### src/hw/lom_pkg.sv
// Shared constants, types and timing for the link OAM control and multiplexer block.
package lom_pkg;

  // ****************************************************************
  // Timing
  // ****************************************************************
  localparam int unsigned CLK_MHZ = 250;
  localparam int unsigned PDU_TIMER_US = 1000000;
  localparam int unsigned PDU_TIMER_TOL_PCT = 10;
  localparam int unsigned PDU_TIMER_CYCLES = PDU_TIMER_US * CLK_MHZ;
  localparam int unsigned TIMER_W = 28;

  // ****************************************************************
  // Budget and widths
  // ****************************************************************
  localparam int unsigned BUDGET_W = 4;
  localparam logic [BUDGET_W-1:0] BUDGET_MAX = 4'ha;
  localparam logic [BUDGET_W-1:0] BUDGET_ZERO = 4'h0;
  localparam logic [BUDGET_W-1:0] BUDGET_ONE = 4'h1;
  localparam int unsigned FRAME_W = 32;
  localparam int unsigned BUF_DEPTH = 2;

  // ****************************************************************
  // Flags field positions and codes
  // ****************************************************************
  localparam int unsigned FLAG_LINK_FAULT = 0;
  localparam int unsigned FLAG_DYING_GASP = 1;
  localparam int unsigned FLAG_CRIT_EVENT = 2;
  localparam int unsigned FLAG_LOC_EVAL = 3;
  localparam int unsigned FLAG_LOC_STABLE = 4;
  localparam int unsigned FLAG_REM_EVAL = 5;
  localparam int unsigned FLAG_REM_STABLE = 6;
  localparam logic [7:0] CODE_INFO = 8'h00;
  localparam logic [15:0] FLAGS_NONE = 16'h0000;
  localparam logic [2:0] CRIT_NONE = 3'h0;

  // ****************************************************************
  // Types
  // ****************************************************************
  typedef enum logic [1:0] {
    PDU_FAULT_ONLY = 2'h0,
    PDU_RX_ONLY = 2'h1,
    PDU_INFO_ONLY = 2'h2,
    PDU_ANY = 2'h3
  } lom_permit_t;

  typedef enum logic [1:0] {
    TLV_NONE = 2'h0,
    TLV_LOCAL = 2'h1,
    TLV_LOCAL_REMOTE = 2'h2,
    TLV_CLIENT = 2'h3
  } lom_tlv_t;

  typedef enum logic [1:0] {
    SRC_PDU = 2'h0,
    SRC_CLIENT = 2'h1,
    SRC_LOOPBACK = 2'h2,
    SRC_IDLE = 2'h3
  } lom_src_t;

  typedef struct packed {
    logic [7:0] code;
    logic [15:0] flags;
    logic hasLocalTlv;
  } lom_rxpdu_t;

  typedef struct packed {
    lom_src_t src;
    lom_tlv_t tlv;
    logic [7:0] code;
    logic [15:0] flags;
    logic [FRAME_W-1:0] data;
  } lom_txword_t;

  localparam int unsigned TXWORD_W = $bits(lom_txword_t);

endpackage

### src/hw/lom_pdu_timer.sv
// Restartable down-counter that flags the end of one transmit second.
`timescale 1ns/1ps
module lom_pdu_timer #(
  parameter int unsigned CYCLES = lom_pkg::PDU_TIMER_CYCLES
) (
  input wire logic clk_sys,
  input wire logic rst_n,
  input wire logic start,
  output logic expired
);
  import lom_pkg::*;

  localparam logic [TIMER_W-1:0] LOAD = TIMER_W'(CYCLES - 1);
  localparam logic [TIMER_W-1:0] ONE = TIMER_W'(1);
  logic [TIMER_W-1:0] count_reg;
  logic expired_reg;
  wire atZero = (count_reg == '0);

  // The count stops at zero so that a late restart still sees the expiry.
  always_ff @(posedge clk_sys or negedge rst_n)
  begin
    if (!rst_n)
    begin
      count_reg <= '0;
      expired_reg <= 1'b0;
    end
    else if (start)
    begin
      count_reg <= LOAD;
      expired_reg <= 1'b0;
    end
    else
    begin
      count_reg <= atZero ? count_reg : count_reg - ONE;
      expired_reg <= atZero;
    end
  end

  assign expired = expired_reg;
endmodule // lom_pdu_timer

### src/hw/lom_tx_buf.sv
// Small shift-style FIFO between the transmit multiplexer and the MAC.
`timescale 1ns/1ps
module lom_tx_buf #(
  parameter int unsigned WIDTH = lom_pkg::TXWORD_W,
  parameter int unsigned DEPTH = lom_pkg::BUF_DEPTH
) (
  input wire logic clk_sys,
  input wire logic rst_n,
  input wire logic inValid,
  output logic inReady,
  input wire logic [WIDTH-1:0] inData,
  output logic outValid,
  input wire logic outReady,
  output logic [WIDTH-1:0] outData
);
  localparam int unsigned CNT_W = $clog2(DEPTH + 1);
  localparam logic [CNT_W-1:0] CNT_ONE = CNT_W'(1);
  localparam logic [CNT_W-1:0] CNT_FULL = CNT_W'(DEPTH);

  logic [WIDTH-1:0] mem_reg [DEPTH];
  logic [CNT_W-1:0] count_reg;
  logic [CNT_W-1:0] count_next;
  logic ready_reg;
  logic valid_reg;
  wire push = inValid && ready_reg;
  wire pop = valid_reg && outReady;
  assign count_next = count_reg + (push ? CNT_ONE : '0) - (pop ? CNT_ONE : '0);

  // The head always sits in entry zero so the output is a plain flop.
  always_ff @(posedge clk_sys or negedge rst_n)
  begin
    if (!rst_n)
    begin
      for (int i = 0; i < DEPTH; i++)
        mem_reg[i] <= '0;
      count_reg <= '0;
      ready_reg <= 1'b1;
      valid_reg <= 1'b0;
    end
    else
    begin
      for (int i = 0; i < DEPTH; i++)
      begin
        if (push && (CNT_W'(i) == (pop ? count_reg - CNT_ONE : count_reg)))
          mem_reg[i] <= inData;
        else if (pop && (i + 1 < DEPTH))
          mem_reg[i] <= mem_reg[(i + 1) % DEPTH];
      end
      count_reg <= count_next;
      ready_reg <= (count_next != CNT_FULL);
      valid_reg <= (count_next != '0);
    end
  end

  assign inReady = ready_reg;
  assign outValid = valid_reg;
  assign outData = mem_reg[0];
endmodule // lom_tx_buf

### src/hw/lom_control_mux.sv
// Discovery, transmit scheduler, receive filter and transmit multiplexer of the link OAM sublayer.
// Functional notes
// - Active mode at link up sends Information PDUs with only local TLV.
// - Passive mode stays silent until the peer's local TLV arrives.
// - Peer local TLV seen: send local and remote TLVs.
// - Local client unsatisfied: fall back to local-plus-remote sending.
// - Client accepts settings: local-satisfied state; return there on remote unsatisfied.
// - Remote satisfied indication enters the fully operational state.
// - Local flags: 01 at start, 00 unsatisfied, 10 satisfied.
// - Unrestricted mode only when local and remote both show stable, not evaluating.
// - Reset state starts one-second timer, reloads budget with ten.
// - Timer expiry after a sent PDU returns to reset.
// - Expiry with nothing sent sends Information PDU; fault mode uses fault flag.
// - Receive-only mode: expiry just restarts the timer.
// - Valid request is sent; budget drops only for non-critical PDUs.
// - Valid: client PDU in Info or unrestricted with budget, or critical in unrestricted.
// - Emit one request, then reset if expired, else wait.
// - Generated PDUs obey the permitted-PDU setting.
// - Unrestricted: critical request sets flag bits; client PDU sent as given.
// - Before discovery completes only Information PDUs reach the client.
// - Unrestricted mode delivers every received PDU to the client.
// - Multiplexer starts waiting and gives OAM PDUs priority over frames.
// - Client frames need forward action; frames need bidirectional or good link.
// - One-second timer holds within ten percent of nominal.
`timescale 1ns/1ps
module lom_control_mux #(
  parameter int unsigned PDU_TIMER_CYC = lom_pkg::PDU_TIMER_CYCLES,
  parameter int unsigned DEPTH = lom_pkg::BUF_DEPTH
) (
  input wire logic clk_sys,
  input wire logic rst_n,
  input wire logic linkGood,
  input wire logic modeActive,
  input wire logic localSatisfied,
  input wire logic unidirectional,
  input wire logic muxForward,
  input wire logic rxPduValid,
  input wire lom_pkg::lom_rxpdu_t rxPdu,
  input wire logic clientPduReq,
  input wire logic [7:0] clientPduCode,
  input wire logic [lom_pkg::FRAME_W-1:0] clientPduData,
  input wire logic [2:0] controlSendRequest,
  input wire logic clientFrameRequest,
  input wire logic [lom_pkg::FRAME_W-1:0] clientFrameData,
  input wire logic loopbackSendRequest,
  input wire logic [lom_pkg::FRAME_W-1:0] loopbackData,
  input wire logic macTxReady,
  output logic macTxValid,
  output lom_pkg::lom_txword_t macTxWord,
  output logic controlReceiveIndication,
  output lom_pkg::lom_rxpdu_t rxIndPdu,
  output logic clientPduAck,
  output logic controlAck,
  output logic clientFrameAck,
  output logic loopbackAck,
  output logic frameDropped,
  output lom_pkg::lom_permit_t localPdu,
  output logic [1:0] localStatusFlags,
  output logic discoveryDone
);
  import lom_pkg::*;

  // ****************************************************************
  // Discovery
  // ****************************************************************
  typedef enum logic [5:0] {
    D_FAULT = 6'h01, D_ACTIVE = 6'h02, D_PASSIVE = 6'h04,
    D_LOCREM = 6'h08, D_LOCREM_OK = 6'h10, D_ANY = 6'h20
  } lom_disc_t;

  lom_disc_t disc_reg;
  lom_disc_t disc_next;
  lom_permit_t permit_reg;
  lom_permit_t permit_next;
  logic remStable_reg;
  logic remEval_reg;
  logic locStable_reg;
  logic locEval_reg;
  wire rxInfo = rxPduValid && (rxPdu.code == CODE_INFO);
  wire [1:0] rxLocBits = {rxPdu.flags[FLAG_LOC_STABLE], rxPdu.flags[FLAG_LOC_EVAL]};
  wire remoteOk = remStable_reg && !remEval_reg;
  wire locStable_next = (disc_next == D_LOCREM_OK) || (disc_next == D_ANY);
  wire locEval_next = (disc_next == D_FAULT) || (disc_next == D_ACTIVE) || (disc_next == D_PASSIVE);

  always_comb
  begin
    disc_next = disc_reg;
    unique case (disc_reg)
      D_FAULT: if (linkGood) disc_next = modeActive ? D_ACTIVE : D_PASSIVE;
      D_ACTIVE, D_PASSIVE: if (rxInfo && rxPdu.hasLocalTlv) disc_next = D_LOCREM;
      D_LOCREM: if (localSatisfied) disc_next = D_LOCREM_OK;
      D_LOCREM_OK: if (!localSatisfied) disc_next = D_LOCREM;
                   else if (remoteOk) disc_next = D_ANY;
      D_ANY: if (!localSatisfied) disc_next = D_LOCREM;
             else if (!remoteOk) disc_next = D_LOCREM_OK;
    endcase
    if (!linkGood)
      disc_next = D_FAULT;
  end

  // The permitted setting follows the state; unrestricted needs all four bits agreeing.
  always_comb
  begin
    unique case (disc_next)
      D_FAULT: permit_next = linkGood ? PDU_RX_ONLY : PDU_FAULT_ONLY;
      D_PASSIVE: permit_next = PDU_RX_ONLY;
      D_ANY: permit_next = (locStable_next && !locEval_next && remoteOk) ? PDU_ANY : PDU_INFO_ONLY;
      default: permit_next = PDU_INFO_ONLY;
    endcase
  end

  always_ff @(posedge clk_sys or negedge rst_n)
  begin
    if (!rst_n)
    begin
      disc_reg <= D_FAULT;
      permit_reg <= PDU_FAULT_ONLY;
      remStable_reg <= 1'b0;
      remEval_reg <= 1'b0;
      locStable_reg <= 1'b0;
      locEval_reg <= 1'b1;
      discoveryDone <= 1'b0;
    end
    else
    begin
      disc_reg <= disc_next;
      permit_reg <= permit_next;
      discoveryDone <= (permit_next == PDU_ANY);
      locStable_reg <= locStable_next;
      locEval_reg <= locEval_next;
      // A received code of 3 is reserved and keeps the last value.
      if (disc_next == D_FAULT)
      begin
        remStable_reg <= 1'b0;
        remEval_reg <= 1'b0;
      end
      else if (rxInfo && (rxLocBits != 2'h3))
      begin
        remStable_reg <= rxLocBits[1];
        remEval_reg <= rxLocBits[0];
      end
    end
  end

  // ****************************************************************
  // Transmit scheduler
  // ****************************************************************
  typedef enum logic [3:0] {T_RESET = 4'h1, T_WAIT = 4'h2, T_EMIT = 4'h4, T_DEC = 4'h8} lom_tx_t;

  lom_tx_t tx_reg;
  lom_tx_t tx_next;
  logic [BUDGET_W-1:0] budget_reg;
  logic sent_reg;
  logic pend_reg;
  logic pendNormal_reg;
  lom_txword_t pend_word_reg;
  logic timerExpired;
  wire canInfo = (permit_reg == PDU_INFO_ONLY) || (permit_reg == PDU_ANY);
  wire clientLegal = (permit_reg == PDU_ANY) || (clientPduCode == CODE_INFO);
  wire normalOk = clientPduReq && canInfo && clientLegal && (budget_reg != BUDGET_ZERO);
  wire critOk = (controlSendRequest != CRIT_NONE) && (permit_reg == PDU_ANY);
  wire takeReq = (tx_reg == T_WAIT) && !pend_reg && (critOk || normalOk);
  wire keepAlive = (tx_reg == T_WAIT) && !pend_reg && !takeReq && timerExpired && !sent_reg
                   && (permit_reg != PDU_RX_ONLY);
  wire [15:0] locFlags = (16'(locStable_reg) << FLAG_LOC_STABLE) | (16'(locEval_reg) << FLAG_LOC_EVAL)
                         | (16'(remStable_reg) << FLAG_REM_STABLE) | (16'(remEval_reg) << FLAG_REM_EVAL);
  wire [15:0] critFlags = 16'(controlSendRequest) << FLAG_LINK_FAULT;
  wire lom_tlv_t infoTlv = (disc_reg == D_ACTIVE) ? TLV_LOCAL : TLV_LOCAL_REMOTE;
  lom_txword_t genWord;

  always_comb
  begin
    genWord = '{src: SRC_PDU, tlv: infoTlv, code: CODE_INFO, flags: locFlags, data: '0};
    if (critOk)
      genWord.flags = locFlags | critFlags;
    else if (normalOk)
    begin
      genWord.tlv = TLV_CLIENT;
      genWord.code = clientPduCode;
      genWord.data = clientPduData;
    end
    else if (permit_reg == PDU_FAULT_ONLY)
    begin
      genWord.tlv = TLV_NONE;
      genWord.flags = locFlags | (16'h0001 << FLAG_LINK_FAULT);
    end
  end

  always_comb
  begin
    tx_next = tx_reg;
    unique case (tx_reg)
      T_RESET: tx_next = T_WAIT;
      T_WAIT: if (takeReq || keepAlive) tx_next = T_EMIT;
              else if (timerExpired && !pend_reg) tx_next = T_RESET;
      T_EMIT: if (pendNormal_reg) tx_next = T_DEC;
              else tx_next = timerExpired ? T_RESET : T_WAIT;
      T_DEC: tx_next = timerExpired ? T_RESET : T_WAIT;
    endcase
  end

  lom_pdu_timer #(.CYCLES(PDU_TIMER_CYC)) u_timer (
    .clk_sys(clk_sys),
    .rst_n(rst_n),
    .start(tx_reg == T_RESET),
    .expired(timerExpired)
  );

  // ****************************************************************
  // Transmit multiplexer and output buffer
  // ****************************************************************
  typedef enum logic [2:0] {M_WAIT = 3'h1, M_LINK_CHECK = 3'h2, M_TX_FRAME = 3'h4} lom_mux_t;

  lom_mux_t mux_reg;
  lom_src_t src_reg;
  lom_txword_t frame_reg;
  logic bufReady;
  wire pduPush = (mux_reg == M_WAIT) && pend_reg && bufReady;
  wire clientWants = clientFrameRequest && muxForward && !clientFrameAck;
  wire loopWants = loopbackSendRequest && !loopbackAck;
  wire frameStart = (mux_reg == M_WAIT) && !pend_reg && (clientWants || loopWants);
  wire linkAllows = !unidirectional || linkGood;
  wire framePush = (mux_reg == M_TX_FRAME) && bufReady;
  wire frameDone = framePush || ((mux_reg == M_LINK_CHECK) && !linkAllows);
  wire bufValid = pduPush || framePush;
  wire lom_txword_t bufIn = pduPush ? pend_word_reg : frame_reg;

  lom_tx_buf #(.WIDTH(TXWORD_W), .DEPTH(DEPTH)) u_buf (
    .clk_sys(clk_sys),
    .rst_n(rst_n),
    .inValid(bufValid),
    .inReady(bufReady),
    .inData(bufIn),
    .outValid(macTxValid),
    .outReady(macTxReady),
    .outData(macTxWord)
  );

  always_ff @(posedge clk_sys or negedge rst_n)
  begin
    if (!rst_n)
    begin
      tx_reg <= T_RESET;
      budget_reg <= BUDGET_MAX;
      sent_reg <= 1'b0;
      pend_reg <= 1'b0;
      pendNormal_reg <= 1'b0;
      pend_word_reg <= '0;
      clientPduAck <= 1'b0;
      controlAck <= 1'b0;
    end
    else
    begin
      tx_reg <= tx_next;
      if (tx_reg == T_RESET)
        budget_reg <= BUDGET_MAX;
      else if (tx_reg == T_DEC)
        budget_reg <= budget_reg - BUDGET_ONE;
      sent_reg <= (tx_reg == T_RESET) ? 1'b0 : (sent_reg || tx_reg == T_EMIT);
      if (takeReq || keepAlive)
      begin
        pend_reg <= 1'b1;
        pend_word_reg <= genWord;
        pendNormal_reg <= takeReq && !critOk;
      end
      else if (pduPush)
        pend_reg <= 1'b0;
      clientPduAck <= takeReq && !critOk;
      controlAck <= takeReq && critOk;
    end
  end

  always_ff @(posedge clk_sys or negedge rst_n)
  begin
    if (!rst_n)
    begin
      mux_reg <= M_WAIT;
      src_reg <= SRC_IDLE;
      frame_reg <= '0;
      clientFrameAck <= 1'b0;
      loopbackAck <= 1'b0;
      frameDropped <= 1'b0;
    end
    else
    begin
      unique case (mux_reg)
        M_WAIT: if (frameStart) mux_reg <= M_LINK_CHECK;
        M_LINK_CHECK: mux_reg <= linkAllows ? M_TX_FRAME : M_WAIT;
        M_TX_FRAME: if (bufReady) mux_reg <= M_WAIT;
      endcase
      if (frameStart)
      begin
        src_reg <= clientWants ? SRC_CLIENT : SRC_LOOPBACK;
        frame_reg <= '{src: clientWants ? SRC_CLIENT : SRC_LOOPBACK, tlv: TLV_NONE, code: CODE_INFO,
                       flags: FLAGS_NONE, data: clientWants ? clientFrameData : loopbackData};
      end
      clientFrameAck <= frameDone && (src_reg == SRC_CLIENT);
      loopbackAck <= frameDone && (src_reg == SRC_LOOPBACK);
      frameDropped <= (mux_reg == M_LINK_CHECK) && !linkAllows;
    end
  end

  // ****************************************************************
  // Receive filter and status
  // ****************************************************************
  always_ff @(posedge clk_sys or negedge rst_n)
  begin
    if (!rst_n)
    begin
      controlReceiveIndication <= 1'b0;
      rxIndPdu <= '0;
    end
    else
    begin
      controlReceiveIndication <= rxPduValid && (rxInfo || permit_reg == PDU_ANY);
      if (rxPduValid)
        rxIndPdu <= rxPdu;
    end
  end

  assign localPdu = permit_reg;
  assign localStatusFlags = {locStable_reg, locEval_reg};
endmodule // lom_control_mux

### config.mk
export PLATFORM = sky130hd
export DESIGN_NAME = lom_control_mux
export DESIGN_NICKNAME = d
export VERILOG_FILES = /design/src/hw/lom_pkg.sv /design/src/hw/lom_pdu_timer.sv /design/src/hw/lom_tx_buf.sv /design/src/hw/lom_control_mux.sv
export SDC_FILE = /design/constraint.sdc
export NUM_CORES = 1
export LEC_CHECK = 0
export BUFFER_PORTS_ARGS = -buffer_cell sky130_fd_sc_hd__buf_4
export CAP_MARGIN = 25
export CORE_UTILIZATION = 43
export DETAILED_ROUTE_END_ITERATION = 8
export RECOVER_POWER = 25
export SYNTH_ARGS = -nofsm -noshare
export SYNTH_HDL_FRONTEND = slang
export SYNTH_SLANG_ARGS = --single-unit
### constraint.sdc
create_clock -name clk_sys -period 7.65 [get_ports clk_sys]
set_clock_uncertainty 0.05 [all_clocks]
set_input_delay 0.765 -clock clk_sys [delete_from_list [all_inputs] [get_ports clk_sys]]
set_output_delay 0.765 -clock clk_sys [all_outputs]
set_load 0.03 [all_outputs]
==> results.sh <==
export IMPL_status="complete, no violations"
export IMPL_path_cells="clkbuf_1, nand4b_1, o21ai_0, o32ai_1, or2_2"
export IMPL_post_synth_inst_count=1111
export IMPL_wl_mm=29.9
export IMPL_synth_area_mux_share_pct=9.09
export IMPL_drc_errors=0
export IMPL_antenna_left=0
export IMPL_fmax_mhz=329
export IMPL_globalRoute_totalOverflow=0
export IMPL_num_vias=8885
export IMPL_required_ps=8020
export IMPL_async_reset_ff_share_pct=100
export IMPL_iteration_0_drc_markers=702
export IMPL_fin_setup_tns_ps=0
export IMPL_slew_limit_headroom_pct=1.95
export IMPL_synthAdderAreaFrac_pct=0.404
export IMPL_synth_ff_latch_count=278
export IMPL_post_place_cells=1610
export IMPL_design_die_area_sq_um=29500
export IMPL_insertion_delay_to_the_later_sink_of_the_worst_skew_pair_ps=540
export IMPL_drt_vias_per_instance=5.34
export IMPL_cts_tree="built"
export IMPL_post_synth_top_count_cell="dfrtp_1"
export IMPL_floorplan_io_pins=241
export IMPL_rsz0062_at_grt="no"
export IMPL_finalSetupViolCount=0
export IMPL_place_congestion=0.796
export IMPL_hold_viol_final=0
export IMPL_first_pass_drt_iterations=7
export IMPL_synthDominantAreaCellType="dfrtp_1"
export IMPL_via_count_of_the_first_global_routing_pass=8851
export IMPL_synth_simple_gate_area_share_pct=10.1
export IMPL_synthesis_yosys_warnings=0
export IMPL_count_of_clock_tree_sinks=278
export IMPL_final_period_minus_worst_setup_slack_ps=3040
export IMPL_drv_cap=0
export IMPL_critical_path_arrival_ps=3410
export IMPL_cts_clk_slew_worst_paths_ps=60
export IMPL_crit_path_start_kind="input pin"
export IMPL_area_of_the_core_sq_um=28100
export IMPL_finish_net_count=1412
export IMPL_die_h_um=172
export IMPL_synth_cells_most_frequent="dfrtp_1 (269), nand2_1 (113), o21ai_0 (96), mux2_2 (68), buf_4 (62)"
export IMPL_postCtsSetupBuffers=0
export IMPL_worstSetupPathType="in -> reg"
export IMPL_cts_buffer_count=30
export IMPL_post_cts_resize_count=0
export IMPL_worst_path_max_fanout=27
export IMPL_power_w=0.00542
export IMPL_cp_end_kind="flip-flop"
export IMPL_synth_xor_area_share_pct=1.20
export IMPL_filler_cell_count=2522
export IMPL_yosysUniqueCellTypes=62
export IMPL_netlist_area_leader_share_pct=54.3
export IMPL_initial_core_util_pct=44.1
export IMPL_mean_post_synth_cell_area_sq_um=11.2
export IMPL_max_stage_delay_ps=1050
export IMPL_final_critical_path_share_of_the_clock_period_pct=39.7
export IMPL_report_final_slew_viol_count=0
export IMPL_main_flop_type_after_synthesis="dfrtp_1"
export IMPL_routed_length_per_placed_instance_um=18.0
export IMPL_share_of_layout_cells_above_drive_strength_1_pct=29.6
export IMPL_chipWidth_um=172
export IMPL_std_cell_rows=61
export IMPL_clk_path_buf_depth=3
export IMPL_insertedDiodeCount=0
export IMPL_synth_seq_area_share_pct=56.2
export IMPL_place_detailed_hpwl_mm=19.3
export IMPL_worst_hold_path_type="in -> async"
export IMPL_synth_top_cells_by_area="dfrtp_1 (54%), mux2_2 (6.2%), a22o_1 (4.0%)"
export IMPL_number_of_input_and_output_port_buffers_inserted=231
export IMPL_syn_cell_area_sq_um=12400
export IMPL_synth_top_family_by_area="compound AO/OA/AOI/OAI gates"
export IMPL_synth_enable_flop_cells=0
export IMPL_flow_area_growth_from_synthesis_pct=22.0
export IMPL_wire_length_of_the_first_global_routing_pass_mm=47.4
export IMPL_highest_delay_cell_along_the_critical_path="clkbuf_1"
export IMPL_worst_slew_pin_transition_ps=1470
export IMPL_power_leakage_nw=7.49
export IMPL_fraction_of_the_mapped_netlist_area_in_compound_gates_pct=15.6
export IMPL_clock_tree_root_cell="clkbuf_16"
export IMPL_pwr_density_cell_nw_per_um2=358
export IMPL_instances_no_fill=1665
export IMPL_track_usage_pct=20.3
export IMPL_worst_vdd_ir_v=0.000190
export IMPL_cts_hold_buffers_added=0
export IMPL_maximum_number_of_pins_on_one_net_before_global_route_repair=184
export IMPL_cts_htree_levels=1
export IMPL_grt_antenna_before_repair=0
==> routing by layer <==
metal  part of all wire (%)  vias up  GRT usage [%]
met2                     46      262           32.6
met5                      0        -              0
li1                       -     4245              -
met4                    1.3        0           3.92
met1                     46     4350           28.6
met3                    6.7       28           4.19
==> metrics by stage <==
| step | area [sq um] | util, % | setup WS (ps) | hold slack, ps |
|---|---|---|---|---|
| 6_report | 15100 | 53.8 | 4610 | 172 |
| 5_1_grt | 15100 | 53.8 | 4280 | 223 |
| 4_1_cts | 15100 | 53.9 | 4750 | 212 |
| 3_5_place_dp | 14100 | 50.2 | 4600 | 417 |
| 3_3_place_gp | 14000 | 50.0 | 4610 | 409 |
| 2_1_floorplan | 12400 | - | 4880 | 396 |
==> layout make-up <==
| cell class | instances | area (sq um) | share of cell area, % |
|---|---|---|---|
| clock buffers | 45 | 928 | 6.14 |
| clock inverters | 10 | 105 | 0.695 |
| inverters | 51 | 191 | 1.27 |
| multi-input cells | 661 | 4590 | 30.3 |
| flip-flops and latches | 278 | 6970 | 46.1 |
| well taps | 378 | 473 | 3.13 |
| repair buffers | 242 | 1870 | 12.4 |
==> path summary, 6_finish.rpt <==
kind,from,end,slack [ps],cells after the start
max,rxPduValid,localPdu[0],4610,5
min,rst_n,u_buf.outData[4],170,1
max reg2reg,u_timer.count_reg[0],u_timer.count_reg[23],4750,7
min reg2reg,u_buf.mem_reg[23],u_buf.mem_reg[23],430,2
max in group asynchronous,rst_n,u_buf.outData[29],5970,2
min in group clk_sys,loopbackData[1],frame_reg[1],380,3
==> worst max-delay path, delay by kind of cell <==
| kind | cells | cell delay (ps) |
|---|---|---|
| buffers and inverters | 1 | 1050 |
| AOI/OAI and AO/OA | 2 | 700 |
| and+or+nand+nor | 2 | 890 |
==> kinds of logic after synthesis <==
family / Yosys count
xor+xnor: 17
fa+ha+maj: 4
buf+inv: 180
flops: 278
simple gates: 256
compound gates: 271
mux: 104
other cells: 1
==> placed cells by master, fill, tap and decap left out, drive strengths merged, types with 5 or more instances in the layout <==
cell	Yosys	routed
dfstp	9	9
and2	5	5
nor3	14	14
clkbuf	57	47
mux2	68	68
conb	1	9
nand2	113	113
a222oi	32	32
or4	8	8
nor4	11	11
nand3	16	16
dfrtp	269	269
a21o	7	7
or3	9	9
a21oi	22	22
nor2	36	36
mux2i	36	36
clkinv	1	7
nand2b	12	12
and3	7	7
o31ai	9	9
xnor2	15	15
a2bb2oi	17	17
a22o	57	57
buf	72	240
inv	50	50
o21ai	96	96
==> where the power goes <==
group,internal (W),switching (W)
logic,0.000752,0.000941
registers,0.00192,0.000315
clock network,0.000900,0.000590
total,0.00357,0.00185
Power figures use the tool's default switching activity.
